$ cat src/rtl/irq_logic_pkg.sv
// Package of register map, field positions and reset values
package irq_logic_pkg;
    // ------------------------------------------------------------------
    // Register byte addresses
    // ------------------------------------------------------------------
    localparam logic [3:0] ADDR_CORE_CTRL  = 4'h0;
    localparam logic [3:0] ADDR_PERIPH_ONE = 4'h4;
    localparam logic [3:0] ADDR_PERIPH_TWO = 4'h8;
    localparam logic [3:0] ADDR_PERIPH_FLG = 4'hC;
    // ------------------------------------------------------------------
    // Core control field positions
    // ------------------------------------------------------------------
    localparam int BIT_GLOBAL_EN  = 7;
    localparam int BIT_PERIPH_EN  = 6;
    localparam int BIT_T0_EN      = 5;
    localparam int BIT_EXT_EN     = 4;
    localparam int BIT_CHG_EN     = 3;
    localparam int BIT_T0_FLAG    = 2;
    localparam int BIT_EXT_FLAG   = 1;
    localparam int BIT_CHG_FLAG   = 0;
    // ------------------------------------------------------------------
    // Implemented bits, reset values and response codes
    // ------------------------------------------------------------------
    localparam logic [7:0] MASK_PERIPH_ONE = 8'h3F;
    localparam logic [7:0] MASK_PERIPH_TWO = 8'hDF;
    localparam logic [7:0] RST_CORE_CTRL   = 8'h00;
    localparam logic [7:0] RST_PERIPH      = 8'h00;
    localparam logic [1:0] RESP_OKAY       = 2'b00;
    localparam logic [1:0] RESP_SLVERR     = 2'b10;
endpackage

$ cat src/rtl/irq_reg_if.sv
// Interface carrying register write strobes between modules
`timescale 1ns/10ps
interface irq_reg_if;
    logic       wr_en;
    logic [3:0] wr_addr;
    logic [7:0] wr_data;
    logic [7:0] peripheral_enable_one;
    logic [7:0] peripheral_enable_two;
    modport owner (
        input  wr_en,
        input  wr_addr,
        input  wr_data,
        output peripheral_enable_one,
        output peripheral_enable_two
    );
    modport user (
        output wr_en,
        output wr_addr,
        output wr_data,
        input  peripheral_enable_one,
        input  peripheral_enable_two
    );
endinterface

$ cat src/rtl/periph_enable_regs.sv
// Peripheral enable registers with unimplemented bits held at zero
`timescale 1ns/10ps
module periph_enable_regs (
    input  wire logic sys_clk_i,
    input  wire logic arst_n_i,
    input  wire logic clk_en_i,
    irq_reg_if.owner  regs
);
    typedef struct packed {
        logic [7:0] one;
        logic [7:0] two;
    } pe_state_s;

    pe_state_s state_ff;
    pe_state_s nxt_state;

    always_comb begin
        nxt_state = state_ff;
        if (regs.wr_en && regs.wr_addr == irq_logic_pkg::ADDR_PERIPH_ONE)
        begin
            nxt_state.one = regs.wr_data
                          & irq_logic_pkg::MASK_PERIPH_ONE; // [RULE_16]
        end
        if (regs.wr_en && regs.wr_addr == irq_logic_pkg::ADDR_PERIPH_TWO)
        begin
            nxt_state.two = regs.wr_data
                          & irq_logic_pkg::MASK_PERIPH_TWO; // [RULE_16]
        end
    end

    always_ff @(posedge sys_clk_i or negedge arst_n_i) begin
        if (!arst_n_i) begin
            state_ff <= '{one: irq_logic_pkg::RST_PERIPH,
                          two: irq_logic_pkg::RST_PERIPH};
        end else if (clk_en_i) begin
            state_ff <= nxt_state;
        end
    end

    assign regs.peripheral_enable_one = state_ff.one;
    assign regs.peripheral_enable_two = state_ff.two;
endmodule

$ cat src/rtl/interrupt_enable_flag_logic.sv
// Interrupt enable, flag and request logic with AXI4-Lite registers
// Overview of operation
// RULE_01 - Flags set on source events regardless of any enable bit
// RULE_02 - Firmware clears stale flags before setting the matching enable
// RULE_03 - Global enable bit 7 allows unmasked interrupts, blocks all when 0
// RULE_04 - Bit 6 peripheral group enable gates all peripheral interrupts
// RULE_05 - Bit 5 enables timer-0 overflow interrupt
// RULE_06 - Bit 4 enables external pin interrupt
// RULE_07 - Bit 3 enables pin change; per-pin enables also needed
// RULE_08 - Bit 2 timer-0 flag set on rollover, held until written zero
// RULE_09 - Firmware loads timer 0 before clearing its overflow flag
// RULE_10 - Bit 1 external flag set on pin event, cleared by firmware only
// RULE_11 - Bit 0 pin-change flag on enabled pin change; reset value unknown (this design resets it to 0 with RST_CORE_CTRL)
// RULE_12 - Peripheral one bit 5 gates bus collision interrupt
// RULE_13 - Peripheral one bit 4 gates serial port interrupt
// RULE_14 - Peripheral one bits 3,2 gate capture/compare 2 and 1
// RULE_15 - Peripheral one bits 1,0 gate timer-2 match and timer-1 overflow
// RULE_16 - Unimplemented enable bits ignore writes and read zero
// RULE_17 - Peripheral two bit 7 gates desaturation detect interrupt
// RULE_18 - Peripheral two bit 6 gates ADC complete interrupt
// RULE_19 - Peripheral two bit 4 gates overtemperature interrupt
// RULE_20 - Peripheral two bit 3 gates output overvoltage interrupt
// RULE_21 - Peripheral two bit 2 gates gate-drive undervoltage interrupt
// RULE_22 - Peripheral two bits 1,0 gate input over/undervoltage lockout
// RULE_23 - Servicing clears global enable; core pushes and vectors
// RULE_24 - Request when global enable and any enabled flag pair set
//
// The AXI4-Lite register port and the address map are this design's own decisions.
`timescale 1ns/10ps
module interrupt_enable_flag_logic (
    input  wire logic        sys_clk_i,
    input  wire logic        arst_n_i,
    input  wire logic        clk_en_i,
    input  wire logic [3:0]  s_axi_awaddr_i,
    input  wire logic        s_axi_awvalid_i,
    output logic             s_axi_awready_o,
    input  wire logic [31:0] s_axi_wdata_i,
    input  wire logic [3:0]  s_axi_wstrb_i,
    input  wire logic        s_axi_wvalid_i,
    output logic             s_axi_wready_o,
    output logic [1:0]       s_axi_bresp_o,
    output logic             s_axi_bvalid_o,
    input  wire logic        s_axi_bready_i,
    input  wire logic [3:0]  s_axi_araddr_i,
    input  wire logic        s_axi_arvalid_i,
    output logic             s_axi_arready_o,
    output logic [31:0]      s_axi_rdata_o,
    output logic [1:0]       s_axi_rresp_o,
    output logic             s_axi_rvalid_o,
    input  wire logic        s_axi_rready_i,
    input  wire logic        timer0_rollover_i,
    input  wire logic        external_pin_event_i,
    input  wire logic        pin_change_event_i,
    input  wire logic [7:0]  periph_one_flags_i,
    input  wire logic [7:0]  periph_two_flags_i,
    input  wire logic        irq_service_i,
    input  wire logic        irq_return_i,
    output logic             irq_request_o
);
    // ------------------------------------------------------------------
    // State
    // ------------------------------------------------------------------
    typedef enum logic [2:0] {
        WR_IDLE = 3'b001,
        WR_RESP = 3'b010,
        WR_HOLD = 3'b100
    } wr_state_e;

    typedef struct packed {
        wr_state_e   wr_state;
        logic        aw_held;
        logic        w_held;
        logic [3:0]  awaddr;
        logic [31:0] wdata;
        logic [3:0]  wstrb;
        logic        bvalid;
        logic [1:0]  bresp;
        logic        rvalid;
        logic [31:0] rdata;
        logic [1:0]  rresp;
        logic [7:0]  core_ctrl;
        logic [7:0]  pflags_one;
        logic [7:0]  pflags_two;
        logic        request;
        logic        aw_rdy;
        logic        w_rdy;
        logic        ar_rdy;
    } irq_state_s;

    irq_state_s state_ff;
    irq_state_s nxt_state;

    irq_reg_if regs_if ();

    logic       wr_fire;
    logic       wr_mapped;
    logic       rd_fire;
    logic [7:0] core_next;
    logic [7:0] pe_one;
    logic [7:0] pe_two;
    logic [7:0] hit_one;
    logic [7:0] hit_two;
    logic       periph_hit;

    // ------------------------------------------------------------------
    // Helpers
    // ------------------------------------------------------------------
    function automatic logic addr_mapped(input logic [3:0] a);
        addr_mapped = (a == irq_logic_pkg::ADDR_CORE_CTRL)
                   || (a == irq_logic_pkg::ADDR_PERIPH_ONE)
                   || (a == irq_logic_pkg::ADDR_PERIPH_TWO)
                   || (a == irq_logic_pkg::ADDR_PERIPH_FLG);
    endfunction

    // Sticky flag: event set wins over a firmware clear
    function automatic logic sticky(input logic cur,
                                    input logic wr,
                                    input logic wval,
                                    input logic evt);
        sticky = evt | (wr ? wval : cur);
    endfunction

    // ------------------------------------------------------------------
    // Peripheral enable registers
    // ------------------------------------------------------------------
    periph_enable_regs u_pe (
        .sys_clk_i (sys_clk_i),
        .arst_n_i  (arst_n_i),
        .clk_en_i  (clk_en_i),
        .regs      (regs_if.owner)
    );

    assign pe_one = regs_if.peripheral_enable_one;
    assign pe_two = regs_if.peripheral_enable_two;

    // ------------------------------------------------------------------
    // Bus and flag logic
    // ------------------------------------------------------------------
    always_comb begin
        nxt_state = state_ff;
        wr_fire   = state_ff.aw_held && state_ff.w_held
                 && state_ff.wr_state == WR_IDLE;
        wr_mapped = addr_mapped(state_ff.awaddr);
        rd_fire   = s_axi_arvalid_i && !state_ff.rvalid;
        regs_if.wr_en   = wr_fire && state_ff.wstrb[0];
        regs_if.wr_addr = state_ff.awaddr;
        regs_if.wr_data = state_ff.wdata[7:0];

        if (s_axi_awvalid_i && !state_ff.aw_held) begin
            nxt_state.aw_held = 1'b1;
            nxt_state.awaddr  = s_axi_awaddr_i;
        end
        if (s_axi_wvalid_i && !state_ff.w_held) begin
            nxt_state.w_held = 1'b1;
            nxt_state.wdata  = s_axi_wdata_i;
            nxt_state.wstrb  = s_axi_wstrb_i;
        end

        case (state_ff.wr_state)
            WR_IDLE: begin
                if (wr_fire) begin
                    nxt_state.bvalid   = 1'b1;
                    nxt_state.bresp    = wr_mapped ? irq_logic_pkg::RESP_OKAY
                                         : irq_logic_pkg::RESP_SLVERR;
                    nxt_state.wr_state = WR_RESP;
                end
            end
            WR_RESP: begin
                if (s_axi_bready_i) begin
                    nxt_state.bvalid   = 1'b0;
                    nxt_state.aw_held  = 1'b0;
                    nxt_state.w_held   = 1'b0;
                    nxt_state.wr_state = WR_HOLD;
                end
            end
            WR_HOLD: begin
                nxt_state.wr_state = WR_IDLE;
            end
            default: begin
                nxt_state.wr_state = WR_IDLE;
            end
        endcase

        // Core control: enables written, flags sticky
        core_next = state_ff.core_ctrl;
        if (regs_if.wr_en
            && state_ff.awaddr == irq_logic_pkg::ADDR_CORE_CTRL) begin
            core_next[7:3] = state_ff.wdata[7:3];
        end
        core_next[irq_logic_pkg::BIT_T0_FLAG] = sticky(
            state_ff.core_ctrl[irq_logic_pkg::BIT_T0_FLAG],
            regs_if.wr_en
                && state_ff.awaddr == irq_logic_pkg::ADDR_CORE_CTRL,
            state_ff.wdata[irq_logic_pkg::BIT_T0_FLAG],
            timer0_rollover_i); // [RULE_01] [RULE_08]
        core_next[irq_logic_pkg::BIT_EXT_FLAG] = sticky(
            state_ff.core_ctrl[irq_logic_pkg::BIT_EXT_FLAG],
            regs_if.wr_en
                && state_ff.awaddr == irq_logic_pkg::ADDR_CORE_CTRL,
            state_ff.wdata[irq_logic_pkg::BIT_EXT_FLAG],
            external_pin_event_i); // [RULE_01] [RULE_10]
        core_next[irq_logic_pkg::BIT_CHG_FLAG] = sticky(
            state_ff.core_ctrl[irq_logic_pkg::BIT_CHG_FLAG],
            regs_if.wr_en
                && state_ff.awaddr == irq_logic_pkg::ADDR_CORE_CTRL,
            state_ff.wdata[irq_logic_pkg::BIT_CHG_FLAG],
            pin_change_event_i); // [RULE_11]
        // Servicing clears global enable, return sets it
        if (irq_service_i) begin
            core_next[irq_logic_pkg::BIT_GLOBAL_EN] = 1'b0; // [RULE_23]
        end else if (irq_return_i) begin
            core_next[irq_logic_pkg::BIT_GLOBAL_EN] = 1'b1;
        end
        nxt_state.core_ctrl = core_next;

        // Peripheral flag mirror, sampled each cycle
        nxt_state.pflags_one = periph_one_flags_i
                             & irq_logic_pkg::MASK_PERIPH_ONE; // [RULE_01]
        nxt_state.pflags_two = periph_two_flags_i
                             & irq_logic_pkg::MASK_PERIPH_TWO;

        // Peripheral group: one enable-flag pair per source
        hit_one    = pe_one & nxt_state.pflags_one;
        hit_two    = pe_two & nxt_state.pflags_two;
        periph_hit = hit_one[5]                    // [RULE_12]
                  || hit_one[4]                    // [RULE_13]
                  || hit_one[3] || hit_one[2]      // [RULE_14]
                  || hit_one[1] || hit_one[0]      // [RULE_15]
                  || hit_two[7]                    // [RULE_17]
                  || hit_two[6]                    // [RULE_18]
                  || hit_two[4]                    // [RULE_19]
                  || hit_two[3]                    // [RULE_20]
                  || hit_two[2]                    // [RULE_21]
                  || hit_two[1] || hit_two[0];     // [RULE_22]

        // Request combine
        nxt_state.request =
            core_next[irq_logic_pkg::BIT_GLOBAL_EN] // [RULE_03] [RULE_24]
            && !irq_service_i
            && ((core_next[irq_logic_pkg::BIT_T0_EN]
                 && core_next[irq_logic_pkg::BIT_T0_FLAG]) // [RULE_05]
             || (core_next[irq_logic_pkg::BIT_EXT_EN]
                 && core_next[irq_logic_pkg::BIT_EXT_FLAG]) // [RULE_06]
             || (core_next[irq_logic_pkg::BIT_CHG_EN]
                 && core_next[irq_logic_pkg::BIT_CHG_FLAG]) // [RULE_07]
             || (core_next[irq_logic_pkg::BIT_PERIPH_EN] // [RULE_04]
                 && periph_hit));

        // Read channel
        if (state_ff.rvalid && s_axi_rready_i) begin
            nxt_state.rvalid = 1'b0;
        end
        if (rd_fire) begin
            nxt_state.rvalid = 1'b1;
            nxt_state.rresp  = irq_logic_pkg::RESP_OKAY;
            case (s_axi_araddr_i)
                irq_logic_pkg::ADDR_CORE_CTRL:
                    nxt_state.rdata = {24'h00_0000, state_ff.core_ctrl};
                irq_logic_pkg::ADDR_PERIPH_ONE:
                    nxt_state.rdata = {24'h00_0000, pe_one}; // [RULE_16]
                irq_logic_pkg::ADDR_PERIPH_TWO:
                    nxt_state.rdata = {24'h00_0000, pe_two}; // [RULE_16]
                irq_logic_pkg::ADDR_PERIPH_FLG:
                    nxt_state.rdata = {16'h0000, state_ff.pflags_two,
                                       state_ff.pflags_one};
                default: begin
                    nxt_state.rdata = 32'h0000_0000;
                    nxt_state.rresp = irq_logic_pkg::RESP_SLVERR;
                end
            endcase
        end

        // Ready outputs registered from the next held state
        nxt_state.aw_rdy = !nxt_state.aw_held;
        nxt_state.w_rdy  = !nxt_state.w_held;
        nxt_state.ar_rdy = !nxt_state.rvalid;
    end

    // ------------------------------------------------------------------
    // Registers
    // ------------------------------------------------------------------
    always_ff @(posedge sys_clk_i or negedge arst_n_i) begin
        if (!arst_n_i) begin
            state_ff            <= '0;
            state_ff.wr_state   <= WR_IDLE;
            state_ff.core_ctrl  <= irq_logic_pkg::RST_CORE_CTRL; // [RULE_11]
            state_ff.aw_rdy     <= 1'b1;
            state_ff.w_rdy      <= 1'b1;
            state_ff.ar_rdy     <= 1'b1;
        end else if (clk_en_i) begin
            state_ff <= nxt_state;
        end
    end

    // ------------------------------------------------------------------
    // Outputs
    // ------------------------------------------------------------------
    assign s_axi_awready_o = state_ff.aw_rdy;
    assign s_axi_wready_o  = state_ff.w_rdy;
    assign s_axi_bvalid_o  = state_ff.bvalid;
    assign s_axi_bresp_o   = state_ff.bresp;
    assign s_axi_arready_o = state_ff.ar_rdy;
    assign s_axi_rvalid_o  = state_ff.rvalid;
    assign s_axi_rdata_o   = state_ff.rdata;
    assign s_axi_rresp_o   = state_ff.rresp;
    assign irq_request_o   = state_ff.request;
endmodule

$ cat config.mk
export PLATFORM = sky130hd
export DESIGN_NAME = interrupt_enable_flag_logic
export DESIGN_NICKNAME = d
export VERILOG_FILES = /design/src/rtl/irq_logic_pkg.sv /design/src/rtl/irq_reg_if.sv /design/src/rtl/periph_enable_regs.sv /design/src/rtl/interrupt_enable_flag_logic.sv
export SDC_FILE = /design/constraint.sdc
export NUM_CORES = 1
export LEC_CHECK = 0
export ABC_CLOCK_PERIOD_IN_PS = 2500
export BUFFER_PORTS_ARGS = -buffer_cell sky130_fd_sc_hd__buf_2
export CAP_MARGIN = 40
export CORE_MARGIN = 2
export CORE_UTILIZATION = 35
export DETAILED_ROUTE_END_ITERATION = 8
export GPL_ROUTABILITY_DRIVEN = 0
export HOLD_SLACK_MARGIN = 0.05
export PLACE_DENSITY_LB_ADDON = 0.05
export SLEW_MARGIN = 40
export SYNTH_ARGS = -nofsm -noshare
export SYNTH_HDL_FRONTEND = slang
export SYNTH_SLANG_ARGS = --single-unit
$ cat constraint.sdc
create_clock -name sys_clk_i -period 2.5 [get_ports sys_clk_i]
set_clock_uncertainty 0.1 [all_clocks]
set_input_delay 0.25 -clock sys_clk_i [delete_from_list [all_inputs] [get_ports sys_clk_i]]
set_output_delay 0.25 -clock sys_clk_i [all_outputs]
set_load 0.005 [all_outputs]
# After elaboration in Yosys (flattened, before gate mapping)
# Index checks and enable logic that the tools add are counted.
# totals
regBits	94
input_bits	73
out_inout_bits	42
wordCells	108
# classes
n_eq_ne	10
n_mux	20
bitwise	5
reduce_logical	53
# op_table
op	count
$pmux W16 S4	1
$mux W35	1
$logic_or A1 B1 Y1	18
$eq A4 B4 Y1 const B	4
$logic_and A1 B1 Y1	16
$mux W5	2
$reduce_and A2 Y1	5
$mux W1	9
$and A8 B8 Y8	1
$eq A4 B3 Y1 const B	2
$logic_not A4 Y1	2
$logic_not A1 Y1	7
$and A6 B6 Y6	1
$mux W2	3
$mux W3	2
$pmux W3 S2	1
$reduce_and A3 Y1	2
$ne A2 B2 Y1 const B	2
$reduce_and A4 Y1	1
$reduce_or A4 Y1	1
$eq A3 B1 Y1 const B	1
$eq A3 B2 Y1 const B	1
$or A1 B1 Y1	3
$pmux W1 S2	1
$reduce_bool A2 Y1	1

# Logic depth before layout (Yosys ltp)
# Gate-level depths: netlist of run 1.
# depth
ltp_word	16
ltp_mapped	6
ltp_nobuf	5

# Hierarchy
# Synthesis of run 1 repeated with hierarchy kept, for this count alone.
# unflattened
hier_cells	281
area_unflattened_um2	3609.7
# modules_own_cells
mod	instances	cells_per_inst	area_each_um2	seq_area_each_um2
interrupt_enable_flag_logic	1	248	3059.2	1556.5
periph_enable_regs	1	33	550.5	325.3

# Least setup slack after synthesis of run 1
# Ideal clock, no wire load.
# synth_path
kind	register -> register
start	reg state_ff (netlist bit regs_if.wr_addr[1])
end	reg state_ff[27] (netlist bit)
setup_time_ns	0.133
arrival_ns	1.532
t_required_ns	2.267
setup_slack_ns	0.735
path_stages_with_launch	7
path_buffers	1
period_less_slack_ns	1.765
path_cell_list	dfrtp_1 nor3b_4 and3_1 buf_6 mux2_4 o21ai_2 o21ai_0
# synth_via
elab_chain_len	5
# synth_lines
element	line	rtl
from (decl)	interrupt_enable_flag_logic.sv:90	irq_state_s state_ff;
from (signal assigned)	interrupt_enable_flag_logic.sv:291	state_ff <= nxt_state;
$logic_not A4 Y1	interrupt_enable_flag_logic.sv:187	&& state_ff.awaddr == irq_logic_pkg::ADDR_CORE_CTRL) begin
$logic_and A1 B1 Y1	interrupt_enable_flag_logic.sv:187	
$mux W5	interrupt_enable_flag_logic.sv:186	if (regs_if.wr_en
$mux W1	interrupt_enable_flag_logic.sv:211	end else if (irq_return_i) begin
$mux W1	interrupt_enable_flag_logic.sv:209	if (irq_service_i) begin
# Every way passes these cells.
# A chain may end at the register's enable or synchronous reset.

# Worst setup path in the final report of run 1
# Ends and elaborated chain as after synthesis.

==> metrics, run 1 <==
Synth Area per Inst 12.9 µm²; PortBufs 65; Pint 2.62 mW; drt drc 0; Syn-to-layout area delta 20.4%; Reg-to-Reg End state_ff[27]; post-synth top area share 50.3%; fin nets 420; crit share post-route 80.7%; Arr. time, crit path 2140 ps; Synth warnings 0; vias per std cell 4.78; Sequential Power Share 48.1%; All-Layer GR Usage 14.9%; Fin. Hold Viols 0; Most used DFF post-synth dfrtp_1; VDD IR max 0.000349 V; setup TNS 0 ps; Slew HR 60.4%; Pwr Density 863 nW/µm²; Seq cells post-synth 75; hold wc startpoint periph_one_flags_i[2]; final setup margin 483 ps; Final ANT Viol Nets 0; DRT iter0 DRCs 55; total chip power 3.67 mW; Post-synth top cells 71 x dfrtp_1, 43 x mux2_2, 37 x buf_4, 14 x a22o_1, 13 x nor2_1; total grt overflow 0; Post-synth EDFFs 0; via count 2316; R2R Setup Slk 480 ps; first-pass GRT wire length 12600 µm; Worst R2R Path Depth 5; Sink Count 75; worst-skew pair later-pin latency 340 ps; ranking of synthesized cells by area dfrtp_1 50%, mux2_2 14%, buf_4 7.9%; final setup violation count 0; Layout Cells excl Fill 485; CTS clk-pin slew, worst paths 80 ps; crit path to state_ff[27]; post-placement cell count 449; DRT Pass-1 Iters 4; crit path max fanout 9; H-tree depth 3; cells after synthesis 275; Worst Path Class, Setup register to register; Async SR Flop Fraction 100%; critical path startpoint regs_if.wr_addr[1]; Rows 36; final slew viol count 0; initial antenna violation count 0; Fin Hold WS 64.6 ps; CTS tree built; largest net degree at the start of global routing 50; RSZ-0062 raised after global routing no; Synth area leader dfrtp_1; Core Region 9770 µm²; drt wl/cell 15.8 µm; dpl cell area 3810 µm²; share of cells above drive strength 1 40.6%; Sw Ratio 28.7%; number of global-route vias before repair 2382; Crit. End Element register; Tmin final 2020 ps; NetSw 1.05 mW; number of diodes 0; Lkg Pwr 2.04 nW; CTS Buf Count 9; worst hold-check path type primary input to register; worst-margin pin slew 592 ps; clock tree buffer depth 2; die height 104 µm; post-route cell area 4250 µm²; fraction of the yosys area taken by sequential cells 53.2%; status finished, final reports clean; max-capacitance violation count 0; Max Fclk 0.496 GHz; Clk pwr share 30.9%; Die ar. 10900 µm²; Post-DP HPWL 5510 µm; Critical Path RT 2620 ps; worst r2r src regs_if.wr_addr[1]; Layout Utilization 43.5%; Die W 104 µm; top-count cell post-synth dfrtp_1; Post-Route WL 7640 µm; Top Ports 115; pre-CTS setup slack 463 ps; Mapped Area 3530 µm²; Initial Util 36.2%; Startpoint Class register; Synth cell types 43; combinational share of power 20.9%; root buffer cell clkbuf_8
## power by group through the flow
stage                     clock (mW)  combinational [mW]  sequential (mW)
after floorplan                    0               0.616             1.70
after global placement             0               0.747             1.79
after detailed placement           0               0.758             1.79
after CTS                       1.17               0.785             1.77
after global routing            1.21               0.863             1.82
final                           1.14               0.769             1.77
## critical path: stages (launching register included)
cell     delay (ps)
dfrtp_1         420
nor3b_4         360
and3_1          450
mux2_4          340
o21ai_2         130
o21ai_0          90
## flip-flops by register name, summed over array words and instances, names as in the netlist, 4 cells and up
signal,cells
u_pe.regs.peripheral_enable_two,7
regs_if.wr_data,8
regs_if.wr_addr,4
s_axi_rdata_o,15
state_ff,27
u_pe.regs.peripheral_enable_one,6
## kinds of logic after synthesis
| kind of cell | Yosys count | synth area share [%] |
|---|---|---|
| flip-flops | 75 | 53.2 |
| AND/OR/NAND/NOR | 43 | 8.04 |
| AO/OA/AOI/OAI | 54 | 10.8 |
| multiplexers | 52 | 18.2 |
| other | 1 | 0.106 |
| buffers and inverters | 50 | 9.63 |
## layout by cell type, fill, tap and decap left out, types with 4 or more instances in the layout
cell type,count
dfrtp_1,71
buf_2,64
mux2_2,43
dlygate4sd3_1,20
conb_1,19
a22o_1,14
nor2_1,13
a21oi_1,11
o21ai_0,10
clkbuf_8,9
nand2_1,8
a22oi_1,5
mux4_2,5
inv_1,4
buf_4,4
dfstp_2,4
## metal layers
layer | GRT usage, % | up-vias | part of all wire [%]
li1 | - | 1096 | -
met1 | 20.5 | 1147 | 48
met2 | 23.0 | 63 | 45
met3 | 3.01 | 10 | 4.6
met4 | 6.08 | 0 | 1.6
met5 | 0 | - | 0
## cell type report
| class | count | area, µm² |
|---|---|---|
| clock buffer | 10 | 128 |
| clock inverter | 6 | 113 |
| fill | 952 | 5520 |
| inverter | 4 | 15.0 |
| multi-input combinational | 168 | 1380 |
| sequential | 75 | 1880 |
| tap | 133 | 166 |
| timing repair buffer | 89 | 571 |
## worst min-delay path by stage
stage	end	slack, ps	cells past startpoint
3_5_place_dp	s_axi_bresp_o[1]	100	1
3_3_place_gp	s_axi_bresp_o[1]	90	1
6_report	state_ff[14]	60	2
5_1_grt	state_ff[5]	60	2
2_1_floorplan	irq_request_o	-150	0
4_1_cts	state_ff[14]	50	2
## timing repair
item                      CTS  global route
hold endpoints to repair   45             0
setup buffers               0             0
hold buffers               20             0
resized for setup           0             0
Power figures use the tool's default switching activity.
==> inputs of run 2 (changes only) <==
--- a/config.mk
+++ b/config.mk
@@ -5,7 +5,7 @@
 export SDC_FILE = /design/constraint.sdc
 export NUM_CORES = 1
 export LEC_CHECK = 0
-export ABC_CLOCK_PERIOD_IN_PS = 2500
+export ABC_CLOCK_PERIOD_IN_PS = 1990
 export BUFFER_PORTS_ARGS = -buffer_cell sky130_fd_sc_hd__buf_2
 export CAP_MARGIN = 40
 export CORE_MARGIN = 2
==> constraint.sdc (replaced) <==
create_clock -name sys_clk_i -period 1.99 [get_ports sys_clk_i]
set_clock_uncertainty 0.1 [all_clocks]
set_input_delay 0.199 -clock sys_clk_i [delete_from_list [all_inputs] [get_ports sys_clk_i]]
set_output_delay 0.199 -clock sys_clk_i [all_outputs]
set_load 0.005 [all_outputs]
==> metrics, run 2 (synthesized netlist as in run 1, its figures left out) <==
via count 2408 (+4.0%); Worst Path Class, Setup register to register; Layout Utilization 45.7% (+2.2 points); number of diodes 0 (unchanged); met2 GRT Util 23.6% (+0.61 points); slowest cell on the critical path dfstp_2; final slew viol count 0 (unchanged); vias per std cell 4.74 (-0.74%); share of cells above drive strength 1 40.5% (-0.092 points); worst-skew pair later-pin latency 350 ps (about the same); filler cell count 928 (-2.5%); CTS tree built; root buffer cell clkbuf_8; most frequent cells in the layout 71 x dfrtp_1, 64 x buf_2, 43 x mux2_2; fin nets 443 (+5.5%); largest net degree at the start of global routing 34 (-32%); CTS clk-pin slew, worst paths 80 ps (about the same); Post-Route WL 7770 µm (+1.7%); crit path max fanout 7 (-2); die height 104 µm (unchanged); Tmin final 1860 ps (-157 ps); DRT iter0 DRCs 65 (+18%); H-tree depth 3 (unchanged); All-Layer GR Usage 15.2% (+0.26 points); status finished, final reports clean; pre-CTS setup slack 120 ps (-343 ps); max FFs per register 27 (unchanged); Max Fclk 0.538 GHz (+8.5%); final setup violation count 0 (unchanged); final setup margin 131 ps (-353 ps); crit share post-route 93.4% (+13 points); RSZ-0062 raised after global routing no; Core Region 9770 µm² (unchanged); max-capacitance violation count 0 (unchanged); Post-DP HPWL 5670 µm (+2.8%); number of global-route vias before repair 2438 (+2.4%); post-route cell area 4470 µm² (+5.1%); Sink Count 75 (unchanged); Rows 36 (unchanged); Slew HR 65.5% (+5.1 points); most common cell after layout, fill and taps aside dfrtp_1; Cell Chain, Critical Path and4b_1, and3_1, nand4b_4, mux2_2; PortBufs 65 (unchanged); DRT Pass-1 Iters 4 (unchanged); slowest cell delay on critical path 540 ps (+90 ps); Startpoint Class register; clock tree buffer depth 2 (unchanged); worst hold-check path type primary input to register; Fin Hold WS 89.4 ps (+24.7 ps); initial antenna violation count 0 (unchanged); most used routing layer met2; Final ANT Viol Nets 0 (unchanged); Fin. Hold Viols 0 (unchanged); Biggest register state_ff; drt wl/cell 15.3 µm (-2.9%); VDD IR max 0.000483 V (+38%); Initial Util 36.2% (unchanged); Die ar. 10900 µm² (unchanged); drt drc 0 (unchanged); total grt overflow 0 (unchanged); Top Ports 115 (unchanged); met3 GRT Util 3.32% (+0.31 points); Pwr Density 1050 nW/µm² (+22%); grt met1 use 20.7% (+0.17 points); Arr. time, crit path 2000 ps (-140 ps); worst-margin pin slew 516 ps (-76.7 ps); setup TNS 0 ps (unchanged); Syn-to-layout area delta 26.5%; dpl cell area 3870 µm² (+1.6%); Critical Path RT 2130 ps (-490 ps); first-pass GRT wire length 13000 µm (+2.6%); Layout Cells excl Fill 508 (+4.7%); total chip power 4.70 mW (+28%); post-placement cell count 457 (+1.8%); CTS Buf Count 9 (unchanged); Crit. End Element register; Lkg Pwr 2.15 nW (+5.1%); Worst R2R Path Depth 4 (-1); Die W 104 µm (unchanged); hold path cells 4 (+2)
-- run 2: changes by cell type in the layout (fill, tap and decap cells not counted) --
| cell | delta |
|---|---|
| a2bb2oi_1 | -1 |
| dlygate4sd3_1 | +15 |
| buf_4 | +8 |
| a2bb2oi_2 | +1 |
-- run 2: power by group --
group          switching, mW  leakage [nW]  internal (mW)
sequential             0.317         0.932           1.89
clock                  0.590         0.121          0.838
combinational          0.429          1.10          0.628
total                   1.34          2.15           3.36
-- run 2: cell type report --
type | instances | area (µm²) | share of cell area, %
repair buffers | 112 | 781 | 17.5
clock buffers | 10 | 128 | 2.85
well taps | 133 | 166 | 3.72
flip-flops and latches | 75 | 1880 | 42.1
inverters | 4 | 15.0 | 0.336
clock inverters | 6 | 113 | 2.52
multi-input cells | 168 | 1390 | 31.0
-- run 2: critical path, delay by kind of cell (launching register included) --
| kind | cells | cell delay (ps) |
|---|---|---|
| and+or+nand+nor | 3 | 780 |
| muxes | 1 | 320 |
| DFF | 1 | 540 |
-- run 2: path summary, 6_finish.rpt --
check,start,end,slack [ps]
min in group asynchronous,arst_n_i,s_axi_bvalid_o,240
worst max register to register,state_ff[108],u_pe.regs.peripheral_enable_two[6],130
worst min register to register,s_axi_bvalid_o,s_axi_bvalid_o,380
worst max-delay path,state_ff[108],u_pe.regs.peripheral_enable_two[6],130
worst min-delay path,s_axi_arvalid_i,s_axi_arready_o,90
max in group asynchronous,arst_n_i,state_ff[16],960
-- run 2: timing repair --
item / CTS / global route
hold endpoints to repair: 67 / 0
hold buffers: 35 / 0
resized for setup: 0 / 1
setup endpoints to repair: 0 / 1
setup buffers: 0 / 0
-- run 2: metal layers --
layer  vias to the layer above  share of wire [%]  wire length (µm)
li1                       1144                  -                 -
met1                      1193                 49              3780
met2                        58                 46              3580
met3                        13                3.9               301
met4                         0                1.5               118
met5                         -                  0                 0
==> inputs of run 3 (changes only) <==
--- a/config.mk
+++ b/config.mk
@@ -13,7 +13,6 @@
 export DETAILED_ROUTE_END_ITERATION = 8
 export GPL_ROUTABILITY_DRIVEN = 0
 export HOLD_SLACK_MARGIN = 0.05
-export PLACE_DENSITY_LB_ADDON = 0.05
 export SLEW_MARGIN = 40
 export SYNTH_ARGS = -nofsm -noshare
 export SYNTH_HDL_FRONTEND = slang
==> metrics, run 3 (synthesized netlist as in run 1, its figures left out) <==
Final ANT Viol Nets 0 (unchanged); worst-skew pair later-pin latency 350 ps (about the same); share of cells above drive strength 1 40.1% (-0.48 points); max-capacitance violation count 0 (unchanged); crit share post-route 94.9% (+1.4 points); CTS tree built; Post-Route WL 7370 µm (-5.1%); Post-DP HPWL 5380 µm (-5.1%); RSZ-0062 raised after global routing no; Worst Hold Path EP s_axi_arready_o; setup TNS 0 ps (unchanged); Top Ports 115 (unchanged); DRT Pass-1 Iters 4 (unchanged); dpl cell area 3850 µm² (-0.65%); largest net degree at the start of global routing 76 (+120%); Clk pwr share 29.0% (-1.4 points); via count 2384 (-1.0%); hold wc startpoint s_axi_arvalid_i; final setup margin 102 ps (-28.7 ps); first-pass GRT wire length 12400 µm (-4.3%); hold path cells 4 (unchanged); total grt overflow 0 (unchanged); Lkg Pwr 2.12 nW (-1.3%); crit path max fanout 7 (unchanged); Die W 104 µm (unchanged); DRT iter0 DRCs 111 (+71%); clock tree buffer depth 2 (unchanged); combinational share of power 22.5% (about the same); post-CTS sizing 0 (unchanged); Biggest register state_ff; Sequential Power Share 48.6% (+1.5 points); max FFs per register 27 (unchanged); pre-CTS setup slack 126 ps (+5.99 ps); H-tree depth 3 (unchanged); total chip power 4.56 mW (-2.9%); All-Layer GR Usage 14.5% (-0.70 points); root buffer cell clkbuf_8; fin nets 440 (-0.68%); die height 104 µm (unchanged); drt wl/cell 14.6 µm (-4.6%); vias per std cell 4.72 (-0.41%); CTS clk-pin slew, worst paths 80 ps (about the same); worst hold-check path type primary input to register; final setup violation count 0 (unchanged); most common cell after layout, fill and taps aside dfrtp_1; Pwr Density 1030 nW/µm² (-2.0%); number of diodes 0 (unchanged); VDD IR max 0.000330 V (-32%); initial antenna violation count 0 (unchanged); Core Region 9770 µm² (unchanged); worst r2r src state_ff[108]; final slew viol count 0 (unchanged); PortBufs 65 (unchanged); post-route cell area 4430 µm² (-1.0%); Initial Util 36.2% (unchanged); NetSw 1.32 mW (-1.1%); Max Fclk 0.530 GHz (-1.5%); Sw Ratio 29.0% (+0.55 points); Fin Hold WS 85.0 ps (-4.41 ps); Pint 3.24 mW (-3.7%); Worst Path Class, Setup register to register; Die ar. 10900 µm² (unchanged); R2R Setup Slk 100 ps (-30 ps); Crit. End Element register; Startpoint Class register; Arr. time, crit path 2020 ps (+20 ps); Critical Path RT 2120 ps (about the same); status finished, final reports clean; number of global-route vias before repair 2479 (+1.7%); Tmin final 1890 ps (+28.7 ps); Sink Count 75 (unchanged); Syn-to-layout area delta 25.2%; drt drc 0 (unchanged); Rows 36 (unchanged); Fin. Hold Viols 0 (unchanged); most frequent cells in the layout 71 x dfrtp_1, 65 x buf_2, 43 x mux2_2; CTS Buf Count 9 (unchanged); Reg-to-Reg End u_pe.regs.peripheral_enable_two[2]; Worst R2R Path Depth 4 (unchanged)
[run 3: worst max path at each step]
stage / start / endpoint / slack, ps / depth (start not counted)
after global placement: state_ff[108] / u_pe.regs.peripheral_enable_two[4] / 130 / 4
after floorplan: regs_if.wr_addr[1] / state_ff[27] / 220 / 6
after global routing: state_ff[108] / u_pe.regs.peripheral_enable_two[7] / 20 / 4
final: state_ff[108] / u_pe.regs.peripheral_enable_two[2] / 100 / 4
after CTS: state_ff[108] / u_pe.regs.peripheral_enable_two[2] / 70 / 4
after detailed placement: state_ff[108] / u_pe.regs.peripheral_enable_two[3] / 130 / 4
[run 3: routing by layer]
| metal | track usage (%) | up-vias | part of all wire [%] |
|---|---|---|---|
| met5 | 0 | - | 0 |
| met4 | 7.24 | 0 | 1.6 |
| met3 | 2.13 | 7 | 5.1 |
| met2 | 23.1 | 81 | 48 |
| met1 | 19.2 | 1165 | 45 |
| li1 | - | 1131 | - |
[run 3: worst max-delay path: stages, from the launching register on]
cell and delay (ps):
dfstp_2 540, and4b_1 250, and3_1 330, nand4b_4 220, mux2_2 330
[run 3: area by class of cell]
class                           count  area (µm²)
Fill cell                         937        5350
Timing Repair Buffer              109         756
Clock inverter                      6        88.8
Inverter                            4        15.0
Multi-Input combinational cell    168        1380
Tap cell                          133         166
Clock buffer                       10         138
Sequential cell                    75        1880
[run 3: stage by stage]
| stage | cells | util (%) |
|---|---|---|
| floorplan | 293 | - |
| detailed placement | 454 | 39.4 |
| finish | 505 | 45.3 |
| CTS | 505 | 45.3 |
| global placement | 454 | 39.4 |
| global route | 505 | 45.3 |
[run 3: power by group through the flow]
stage / logic (mW) / clock network (mW) / registers, mW
after floorplan: 0.773 / 0 / 2.14
after global placement: 0.951 / 0 / 2.22
after detailed placement: 0.982 / 0 / 2.24
after CTS: 1.04 / 1.35 / 2.22
after global routing: 1.14 / 1.42 / 2.27
final: 1.02 / 1.32 / 2.21
[run 3: what timing repair did]
| action | CTS | global route |
|---|---|---|
| buffers inserted | 0 | 0 |
| hold buffers | 35 | 0 |
| endpoints found under the setup margin | 0 | 0 |
| endpoints found under the hold margin | 108 | 0 |
